`src/sarad_defs.vh`:
```
// constants for the ten-bit successive-approximation converter control logic
// assumes a single 40 MHz reference clock and an external DAC and comparator
// ==========================================================================
// How it works
// - start high holds reset; falling edge starts
// - status high in reset and conversion, then low
// - eleven parallel lines held until next start
// - serial NRZ decisions, MSB first, one per period
// - positive clock pulse train at grade rate; code pulses every 3 (fast) or 5 (slow) reference cycles
// - bipolar two's complement on parallel, by pin
// - unipolar straight binary on both outputs
// - ten bits, one decision per clock period
// - conversion within 800 ns or 1.4 us; fast grade takes 33 cycles (825 ns) from start fall
// - time from start rise to status fall
// - host captures previous bit; LSB lacks edge
`ifndef SARAD_DEFS_VH
`define SARAD_DEFS_VH

// ==========================================================================
// widths
`define SARAD_NBITS          10
`define SARAD_MSB_IDX        4'h9
`define SARAD_TICK_W         4

// ==========================================================================
// times, in their printed units
`define SARAD_REF_PERIOD_PS  25000
`define SARAD_START_MIN_NS   50
`define SARAD_RATE_FAST_KHZ  12500
`define SARAD_RATE_SLOW_KHZ  6600
`define SARAD_CONV_FAST_NS   800
`define SARAD_CONV_SLOW_NS   1400

// ==========================================================================
// derived cycle counts (longest times round down)
`define SARAD_RATE_PER_FAST  (1000000000 / `SARAD_RATE_FAST_KHZ / `SARAD_REF_PERIOD_PS)
`define SARAD_RATE_PER_SLOW  (1000000000 / `SARAD_RATE_SLOW_KHZ / `SARAD_REF_PERIOD_PS)
`define SARAD_CONV_CYC_FAST  (`SARAD_CONV_FAST_NS * 1000 / `SARAD_REF_PERIOD_PS)
`define SARAD_CONV_CYC_SLOW  (`SARAD_CONV_SLOW_NS * 1000 / `SARAD_REF_PERIOD_PS)
// cycles budgeted before the first decision period; the start path spends three: two sync stages plus state
`define SARAD_OVERHEAD_CYC   5
// the comparator path needs three cycles per decision
`define SARAD_PER_MIN        3

// ==========================================================================
// reset values
`define SARAD_DATA_RST       10'h000
// first trial code: only the MSB set
`define SARAD_FIRST_TRIAL    10'h200
`define SARAD_TICK_RST       4'h0

`endif

```
`src/sarad_ctrl.v`:
```
// control logic of a ten-bit successive-approximation converter
// assumes an external DAC fed by DAC_CODE and a comparator answering on COMP_IN;
// every pin input but SRST is asynchronous to REF_CLK and is synchronised here; SRST is used directly
`include "sarad_defs.vh"
`default_nettype none

module sarad_ctrl (
  input  wire        REF_CLK,
  input  wire        SRST,
  input  wire        START,
  input  wire        COMP_IN,
  input  wire        BIPOLAR,
  input  wire        TWOS_SEL,
  input  wire        GRADE_SLOW,
  output reg         EOC,
  output reg  [9:0]  DATA,
  output reg         MSB_N,
  output reg         SER_OUT,
  output reg         CLK_OUT,
  output reg  [9:0]  DAC_CODE
);

  // ========================================================================
  // decision period per grade: the rate figure, shortened where the
  // conversion-time budget would otherwise be broken, but never below the
  // three cycles the synchronised comparator needs
  localparam integer BUDGET_FAST = (`SARAD_CONV_CYC_FAST - `SARAD_OVERHEAD_CYC) / `SARAD_NBITS;
  localparam integer BUDGET_SLOW = (`SARAD_CONV_CYC_SLOW - `SARAD_OVERHEAD_CYC) / `SARAD_NBITS;
  localparam integer PER_FAST_A  = (`SARAD_RATE_PER_FAST < BUDGET_FAST) ?
                                   `SARAD_RATE_PER_FAST : BUDGET_FAST;
  localparam integer PER_SLOW_A  = (`SARAD_RATE_PER_SLOW < BUDGET_SLOW) ?
                                   `SARAD_RATE_PER_SLOW : BUDGET_SLOW;
  localparam integer PER_FAST    = (PER_FAST_A < `SARAD_PER_MIN) ? `SARAD_PER_MIN : PER_FAST_A;
  localparam integer PER_SLOW    = (PER_SLOW_A < `SARAD_PER_MIN) ? `SARAD_PER_MIN : PER_SLOW_A;
  localparam integer LAST_FAST_I = PER_FAST - 1;
  localparam integer LAST_SLOW_I = PER_SLOW - 1;
  // the tick counter is four bits wide; periods stay well below sixteen cycles
  localparam [3:0]   LAST_FAST   = LAST_FAST_I[3:0];
  localparam [3:0]   LAST_SLOW   = LAST_SLOW_I[3:0];

  // ========================================================================
  // states
  localparam [1:0] ST_IDLE = 2'h0;
  localparam [1:0] ST_RST  = 2'h1;
  localparam [1:0] ST_CONV = 2'h2;

  // ========================================================================
  // input synchronisers: stage one feeds only stage two
  reg        start_s1_q;
  reg        start_s2_q;
  reg        comp_s1_q;
  reg        comp_s2_q;
  reg        bip_s1_q;
  reg        bip_s2_q;
  reg        twos_s1_q;
  reg        twos_s2_q;
  reg        slow_s1_q;
  reg        slow_s2_q;

  always @(posedge REF_CLK) begin
    if (SRST) begin
      start_s1_q <= 1'b0;
      start_s2_q <= 1'b0;
      comp_s1_q  <= 1'b0;
      comp_s2_q  <= 1'b0;
      bip_s1_q   <= 1'b0;
      bip_s2_q   <= 1'b0;
      twos_s1_q  <= 1'b0;
      twos_s2_q  <= 1'b0;
      slow_s1_q  <= 1'b0;
      slow_s2_q  <= 1'b0;
    end else begin
      start_s1_q <= START;
      start_s2_q <= start_s1_q;
      comp_s1_q  <= COMP_IN;
      comp_s2_q  <= comp_s1_q;
      bip_s1_q   <= BIPOLAR;
      bip_s2_q   <= bip_s1_q;
      twos_s1_q  <= TWOS_SEL;
      twos_s2_q  <= twos_s1_q;
      slow_s1_q  <= GRADE_SLOW;
      slow_s2_q  <= slow_s1_q;
    end
  end

  // ========================================================================
  // sequencer state
  reg  [1:0] state_q;
  reg  [1:0] state_d;
  reg  [3:0] tick_q;
  reg  [3:0] tick_d;
  reg  [3:0] bit_q;
  reg  [3:0] bit_d;
  reg  [9:0] sar_q;
  reg  [9:0] sar_d;
  reg  [3:0] last_tick_q;
  reg  [3:0] last_tick_d;

  wire       decide   = (state_q == ST_CONV) && (tick_q == last_tick_q);
  wire       last_bit = (bit_q == 4'h0);

  // one-hot mask of the bit under trial, one copy per bit position
  wire [9:0] trial_mask;
  wire [9:0] next_mask;
  genvar g;
  generate
    for (g = 0; g < `SARAD_NBITS; g = g + 1) begin : g_mask
      assign trial_mask[g] = (bit_q == g);
      assign next_mask[g]  = (bit_q == g + 1);
    end
  endgenerate

  // decided code: comparator high means the input is more negative than the
  // trial level, so the trial bit is kept and codes grow toward negative input
  wire [9:0] kept = comp_s2_q ? sar_q : (sar_q & ~trial_mask);

  always @* begin
    state_d     = state_q;
    tick_d      = tick_q;
    bit_d       = bit_q;
    sar_d       = sar_q;
    last_tick_d = last_tick_q;
    // start high overrides everything, even a conversion in flight
    if (start_s2_q) begin
      state_d = ST_RST;
      tick_d  = `SARAD_TICK_RST;
      bit_d   = `SARAD_MSB_IDX;
      sar_d   = `SARAD_DATA_RST;
    end else begin
      case (state_q)
        ST_IDLE: begin
          state_d = ST_IDLE;
        end
        ST_RST: begin
          // falling start edge: first trial is the MSB
          state_d     = ST_CONV;
          tick_d      = `SARAD_TICK_RST;
          bit_d       = `SARAD_MSB_IDX;
          sar_d       = `SARAD_FIRST_TRIAL;
          // grade is caught once per conversion so the period cannot shift
          last_tick_d = slow_s2_q ? LAST_SLOW : LAST_FAST;
        end
        ST_CONV: begin
          if (decide) begin
            tick_d = `SARAD_TICK_RST;
            if (last_bit) begin
              state_d = ST_IDLE;
              sar_d   = kept;
            end else begin
              bit_d = bit_q - 4'h1;
              sar_d = kept | next_mask;
            end
          end else begin
            tick_d = tick_q + 4'h1;
          end
        end
        default: begin
          state_d = ST_IDLE;
        end
      endcase
    end
  end

  always @(posedge REF_CLK) begin
    if (SRST) begin
      state_q     <= ST_IDLE;
      tick_q      <= `SARAD_TICK_RST;
      bit_q       <= `SARAD_MSB_IDX;
      sar_q       <= `SARAD_DATA_RST;
      last_tick_q <= LAST_FAST;
    end else begin
      state_q     <= state_d;
      tick_q      <= tick_d;
      bit_q       <= bit_d;
      sar_q       <= sar_d;
      last_tick_q <= last_tick_d;
    end
  end

  // ========================================================================
  // outputs, all registered
  // two's complement only inverts the parallel MSB; serial never sees it
  wire       twos_on = bip_s2_q & twos_s2_q;
  wire       msb_new = kept[9];

  always @(posedge REF_CLK) begin
    if (SRST) begin
      EOC      <= 1'b0;
      DATA     <= `SARAD_DATA_RST;
      MSB_N    <= 1'b1;
      SER_OUT  <= 1'b0;
      CLK_OUT  <= 1'b0;
      DAC_CODE <= `SARAD_DATA_RST;
    end else begin
      DAC_CODE <= sar_d;
      // status falls in the same edge that lands the LSB decision
      EOC <= start_s2_q || (state_d != ST_IDLE);
      if (start_s2_q) begin
        // a new command clears the held result
        DATA    <= `SARAD_DATA_RST;
        MSB_N   <= 1'b1;
        SER_OUT <= 1'b0;
      end else if (decide) begin
        // each decision leaves on the serial line at the period boundary
        SER_OUT <= comp_s2_q;
        if (last_bit) begin
          DATA  <= {msb_new ^ twos_on, kept[8:0]};
          MSB_N <= ~msb_new;
        end
      end
      // one-cycle positive pulse one cycle into each period, so its rising
      // edge finds the previous decision already stable; none follows the LSB
      CLK_OUT <= (state_q == ST_CONV) && (tick_q == `SARAD_TICK_RST) &&
                 !start_s2_q;
    end
  end

endmodule

`default_nettype wire

```
`config.mk`:
```
export PLATFORM = sky130hd
export DESIGN_NAME = sarad_ctrl
export DESIGN_NICKNAME = d
export VERILOG_FILES = /design/src/sarad_ctrl.v
export VERILOG_INCLUDE_DIRS = /design/src
export SDC_FILE = /design/constraint.sdc
export NUM_CORES = 1
export LEC_CHECK = 0
export BUFFER_PORTS_ARGS = -buffer_cell sky130_fd_sc_hd__buf_2
export CAP_MARGIN = 20
export CORE_UTILIZATION = 24
export DETAILED_ROUTE_END_ITERATION = 6
export PLACE_DENSITY = 0.46
export SYNTH_ARGS = -nofsm -noshare
export SYNTH_HDL_FRONTEND = slang
export SYNTH_SLANG_ARGS = --single-unit
```
`constraint.sdc`:
```
create_clock -name REF_CLK -period 2.5 [get_ports REF_CLK]
set_clock_uncertainty 0.05 [all_clocks]
set_input_delay 0.375 -clock REF_CLK [delete_from_list [all_inputs] [get_ports REF_CLK]]
set_output_delay 0.375 -clock REF_CLK [all_outputs]
set_load 0.005 [all_outputs]
```
After elaboration in Yosys (flattened, before gate mapping)
Cells that the tools add are included.
{"block": "classes", "addsub": 2, "multipliers": 0, "div_mod_pow": 0, "magnitude_cmp": 0, "n_eq_ne": 15, "shifts": 0, "n_mux": 14, "bitwise": 7, "reduce_logical": 14}
{"operator": "2-to-1 mux 10 bit", "n": 3}
{"operator": "case mux 10 bit (2 select lines)", "n": 1}
{"operator": "equality test 4 x 3 -> 1 bit, second input constant", "n": 4}
{"operator": "case mux 4 bit (2 select lines)", "n": 2}
{"operator": "equality test 4 bit, second input constant", "n": 3}
{"operator": "2-to-1 mux 4 bit", "n": 3}
{"operator": "bitwise AND 10 bit", "n": 1}
{"operator": "inverter 10 bit", "n": 1}
{"operator": "OR 10 bit", "n": 1}
{"operator": "equality test 4 x 2 -> 1 bit, second input constant", "n": 2}
{"operator": "logical NOT 4 bit", "n": 2}
{"operator": "2-to-1 mux 2 bit", "n": 3}
{"operator": "AND reduction 2 bit", "n": 3}
{"operator": "adder 4 x 1 -> 4 bit, second input constant", "n": 1}
{"operator": "equality test 4 x 1 -> 1 bit, second input constant", "n": 1}
{"operator": "equality test 4 bit", "n": 1}
{"operator": "inequality test 2 bit, second input constant", "n": 2}
{"operator": "case mux 2 bit (2 select lines)", "n": 1}
{"operator": "nonzero test 2 bit", "n": 2}
{"operator": "subtractor 4 x 1 -> 4 bit, second input constant", "n": 1}
{"operator": "logical AND 1 bit", "n": 3}
{"operator": "2-to-1 mux 3 bit", "n": 1}
{"operator": "AND reduction 3 bit", "n": 1}
{"operator": "equality test 2 x 1 -> 1 bit, second input constant", "n": 1}
{"operator": "7 further kinds", "n": 8}
{"block": "totals", "ff_bits": 48, "latch_bits": 0, "mem_bits_rw": 0, "mem_bits_ro": 0, "out_inout_bits": 24, "wordCells": 72, "n_memories": 0}

Depth between registers and ports, before layout
{"block": "logic_depth", "word_depth": 8, "ltp_mapped": 8, "mapped_depth_nobuf": 6}

Least setup slack after synthesis
Ideal clock, no wire load.
{"block": "synth_path", "path_type": "register to register", "start": "register bit_q[0]", "end": "register bit_q[3]", "setup_time_ps": 84, "arrival_time_ps": 1731, "required_time_ps": 2366, "path_slack_ps": 635, "path_stages_with_launch": 9, "path_buffers": 2, "period_less_slack_ps": 1865, "path_cell_list": "dfxtp_1 -> inv_1 -> ha_1 -> buf_6 -> or3b_1 -> and4_4 -> buf_6 -> and4_4 -> o31ai_2"}
{"block": "synth_between", "elab_chain_cells": 4}
{"item": "start: declaration", "line_no": "sarad_ctrl.v:92", "text": "reg [3:0] bit_q;"}
{"item": "start signal: assignment", "line_no": "sarad_ctrl.v:168", "text": "bit_q <= `SARAD_MSB_IDX;"}
{"item": "start signal: assignment", "line_no": "sarad_ctrl.v:174", "text": "bit_q <= bit_d;"}
{"item": "subtractor 4 x 1 -> 4 bit", "line_no": "sarad_ctrl.v:150", "text": "bit_d = bit_q - 4'h1;"}
{"item": "2-to-1 mux 4 bit", "line_no": "sarad_ctrl.v:146", "text": "if (last_bit) begin"}
{"item": "2-to-1 mux 4 bit", "line_no": "sarad_ctrl.v:144", "text": "if (decide) begin"}
{"item": "case mux 4 bit (2 select lines)", "line_no": "sarad_ctrl.v:130", "text": "case (state_q)"}
Several ways; a longest one is shown, not always the timed one. The select of a mux whose other input is x is not followed.
A chain may end at the register's enable or synchronous reset.

Worst setup path after layout
{"block": "layout_path", "start": "register state_q[0]", "end": "register DAC_CODE[1]"}
{"block": "layout_between", "elab_chain_cells": 4}
{"item": "start: declaration", "line_no": "sarad_ctrl.v:88", "text": "reg [1:0] state_q;"}
{"item": "start signal: assignment", "line_no": "sarad_ctrl.v:172", "text": "state_q <= state_d;"}
{"item": "equality test 2 bit", "line_no": "sarad_ctrl.v:99, sarad_ctrl.v:130"}
{"item": "logical AND 1 bit", "line_no": "sarad_ctrl.v:99", "text": "wire decide = (state_q == ST_CONV) && (tick_q == last_tick_q);"}
{"item": "inequality test 2 bit (no line)"}
{"item": "AND reduction 2 bit (no line)"}
{"item": "end signal: assignment", "line_no": "sarad_ctrl.v:193", "text": "DAC_CODE <= `SARAD_DATA_RST;"}
{"item": "end signal: assignment", "line_no": "sarad_ctrl.v:195", "text": "DAC_CODE <= sar_d;"}
{"item": "end: declaration", "line_no": "sarad_ctrl.v:20", "text": "output reg [9:0] DAC_CODE"}
Several ways; a longest one is shown, not always the timed one.

==> metrics <==
outcome=finished with violations; failing checks=DRC; max-cap viol count=0; RD Place Congestion=between 0.7 and 0.8; WL final=5061 µm; final core area utilization=0.2889; Final Total Pwr=around 1400 µW; setup ws final=approximately 0.28 ns; post-route minimum period=roughly 2.2 ns; total grt overflow=0; Cell variety after synth=45; Port Buffers=30; vias per cell=~4.7; Die Ht=96.42 µm; Max Transition Viols Final=0; Layout area overhead=17.19%; Hold Path Origin=COMP_IN; VDD IR-drop max=0.1995 mV; setup violators final=0; CTS tree=yes; Routed wire per std cell=13.32 µm; Max Root-Sink Buffers=2; Core Area=0.008678 mm²; delay-heaviest family, CP=simple AND/OR/NAND/NOR gates; Final #Nets=288; Worst setup SP type=flip-flop; FF/Latch Area=920.9 µm²; Synth area leaders=dfxtp_1 43%, ha_1 5.3%, nand3_1 4.7%; Leak=a little over 0.001 µW; Synth area leader=dfxtp_1; Cell Pwr Density=~540 mW/mm²; CP Class=reg -> reg; Cell Chain, Critical Path=inv_1, ha_1, nor4b_1, nand4_1, nor4_1, a21o_1; f_max=449.9 MHz; layout cells sized above 1=0.1949; most common cell in the synthesized netlist=dfxtp_1; Seq/Total Area, Yosys=0.4304; GRT Util Overall=0.1186; worst reg2reg setup slack=0.28 ns; ys flop type=dfxtp_1; top cells by instance count after synthesis=46 x dfxtp_1, 26 x nand2_1, 20 x nand3_1, 15 x a21oi_1, 14 x nor2b_1; Die W=a little under 100 µm; worst path required time=2.69 ns; slowest stage delay, CP=0.47 ns; Worst EP arrival=2.42 ns; Post-Syn Nets=261; worst path bufs/invs=1; hpwl dp=3605 µm; # fillers=960; Critical-path top delay cell=ha_1; clk slew on worst S/H paths=0.08 ns; Routed Antenna Nets=0; worst-skew pair later-pin latency=0.30 ns; Netlist Area Pre-Place=between 0.002 and 0.0025 mm²; Yosys top cell area share=0.4304; clock sinks=46; FF-to-FF End=DAC_CODE[1]$_SDFFE_PP0P_; drt drc=1; EDFF count, synth=0; YS warnings=0; hold-critical path endpoint=comp_s1_q$_SDFF_PP0_; DR vias=around 1800; R2R depth=6; 1st-iter DRT viols=116; first-pass GRT wire length=8376 µm; pre-CTS WS=0.2871 ns; Crit. End Element=flip-flop; Avg Cell Area, Syn=8.733 µm²; main combinational cell family by area after synthesis=simple AND/OR/NAND/NOR gates; setup TNS=0 ns; vias in the first global route=1700; final cell count without fillers=380; initial antenna violation count=0; Post-Synthesis Cells=245; largest net degree at the start of global routing=18; crit path max fanout=14; RR Startpoint=state_q[0]$_SDFF_PP0_; compound-gate portion of the synthesized area=0.1474; Synth Area in XOR/XNOR=0.03626; clock root buffer=clkbuf_8; HP Class=in -> reg; Slew @ Worst Pin=0.5242 ns; post-synthesis register bit count=46; # rows=34; Hold Crit Depth=2; Async SR Flop Fraction=0; Post-Synth Adder-Cell Area=0.05263; crit share post-route=0.8891; multi-input combinational cell area=0.001106 mm²; antenna cells=0; post-synthesis mux area share=0.009357; slew margin rel.=0.6480; postcts setup bufs=0; IO Pins=31; drt first pass iters=6; Die ar.=0.009297 mm²; initial core utilization=0.2465; simple-gate area share of the yosys netlist=0.2690; Num CTS Buffers=5; H-tree depth=2; final hold vios=0; RSZ-0062 raised after global routing=no; Placed Cells=between 300 and 400
-- final cells by class --
cell class / count / share of cell area
repair buffers: 36 / 0.07784
flip-flops and latches: 46 / 0.3673
multi-input cells: 173 / 0.4411
well taps: 108 / 0.05389
clock buffers: 6 / 0.03293
inverters: 10 / 0.01497
clock inverters: 1 / 0.01198
-- repair_timing --
action                                 in CTS  in global routing
hold buffers                                0                  0
setup endpoints to repair                   0                  4
endpoints found under the hold margin       0                  0
resized for setup                           0                  1
-- registers in the layout (all words and copies together) (netlist names), 2 cells and up --
name         flops
DAC_CODE        10
DATA            10
bit_q            4
last_tick_q      2
state_q          2
tick_q           4
-- metrics by stage --
stage | instance area, µm² | hold slack [ns]
finish | 2507 | 0.2360
global route | 2507 | 0.2348
CTS | 2502 | 0.2310
detailed placement | 2390 | 0.3805
global placement | 2390 | 0.3670
floorplan | 2140 | 0.3638
-- power by group --
| part | total, µW | leakage [µW] | internal [µW] | switching [µW] |
|---|---|---|---|---|
| clock | 569 | 0.0000573 | 320 | 249 |
| sequential | 747 | 0.000373 | 742 | 5.33 |
| combinational | 45.8 | 0.000587 | 17.3 | 28.5 |
| total | 1360 | 0.00102 | 1080 | 283 |
-- per-layer routing --
metal  GRT usage  share of wire  up-vias  wire length (µm)
li1            -              -      909                 -
met4     0.02941         0.0030        0                15
met1      0.1467           0.47      838              2397
met2      0.2069           0.48       33              2454
met5           0              0        -                 0
met3     0.02817          0.038        2               193
-- logic make-up after synthesis --
kind of cell    Yosys count
compound gates           49
xor+xnor                  8
fa+ha+maj                 9
buf+inv                  26
flops                    46
mux                       2
simple gates            105
-- cells in the final DEF, fill, tap and decap left out, types with 3 or more instances in the layout --
cell	count
nor3b_1	5
buf_2	30
nand4_1	4
o21ai_1	3
buf_4	6
nand3b_1	4
clkbuf_8	6
nor2_1	11
ha_1	9
a21o_1	7
a31oi_1	10
xor2_1	5
a21oi_1	15
nand2_1	26
nand3_1	20
inv_1	10
nor3_1	4
nor2b_1	14
dfxtp_1	46
-- worst max path at each step --
stage,depth (start not counted),start,end
2_1_floorplan,8,bit_q[0]$_SDFFE_PP1P_,bit_q[3]$_SDFFE_PP1P_
3_3_place_gp,6,state_q[0]$_SDFF_PP0_,DAC_CODE[6]$_SDFFE_PP0P_
3_5_place_dp,6,state_q[0]$_SDFF_PP0_,tick_q[2]$_SDFFE_PP0P_
4_1_cts,6,state_q[0]$_SDFF_PP0_,DAC_CODE[3]$_SDFFE_PP0P_
5_1_grt,6,state_q[0]$_SDFF_PP0_,DAC_CODE[1]$_SDFFE_PP0P_
6_report,6,state_q[0]$_SDFF_PP0_,DAC_CODE[1]$_SDFFE_PP0P_
Note: power is estimated with default switching activity, not from simulation.
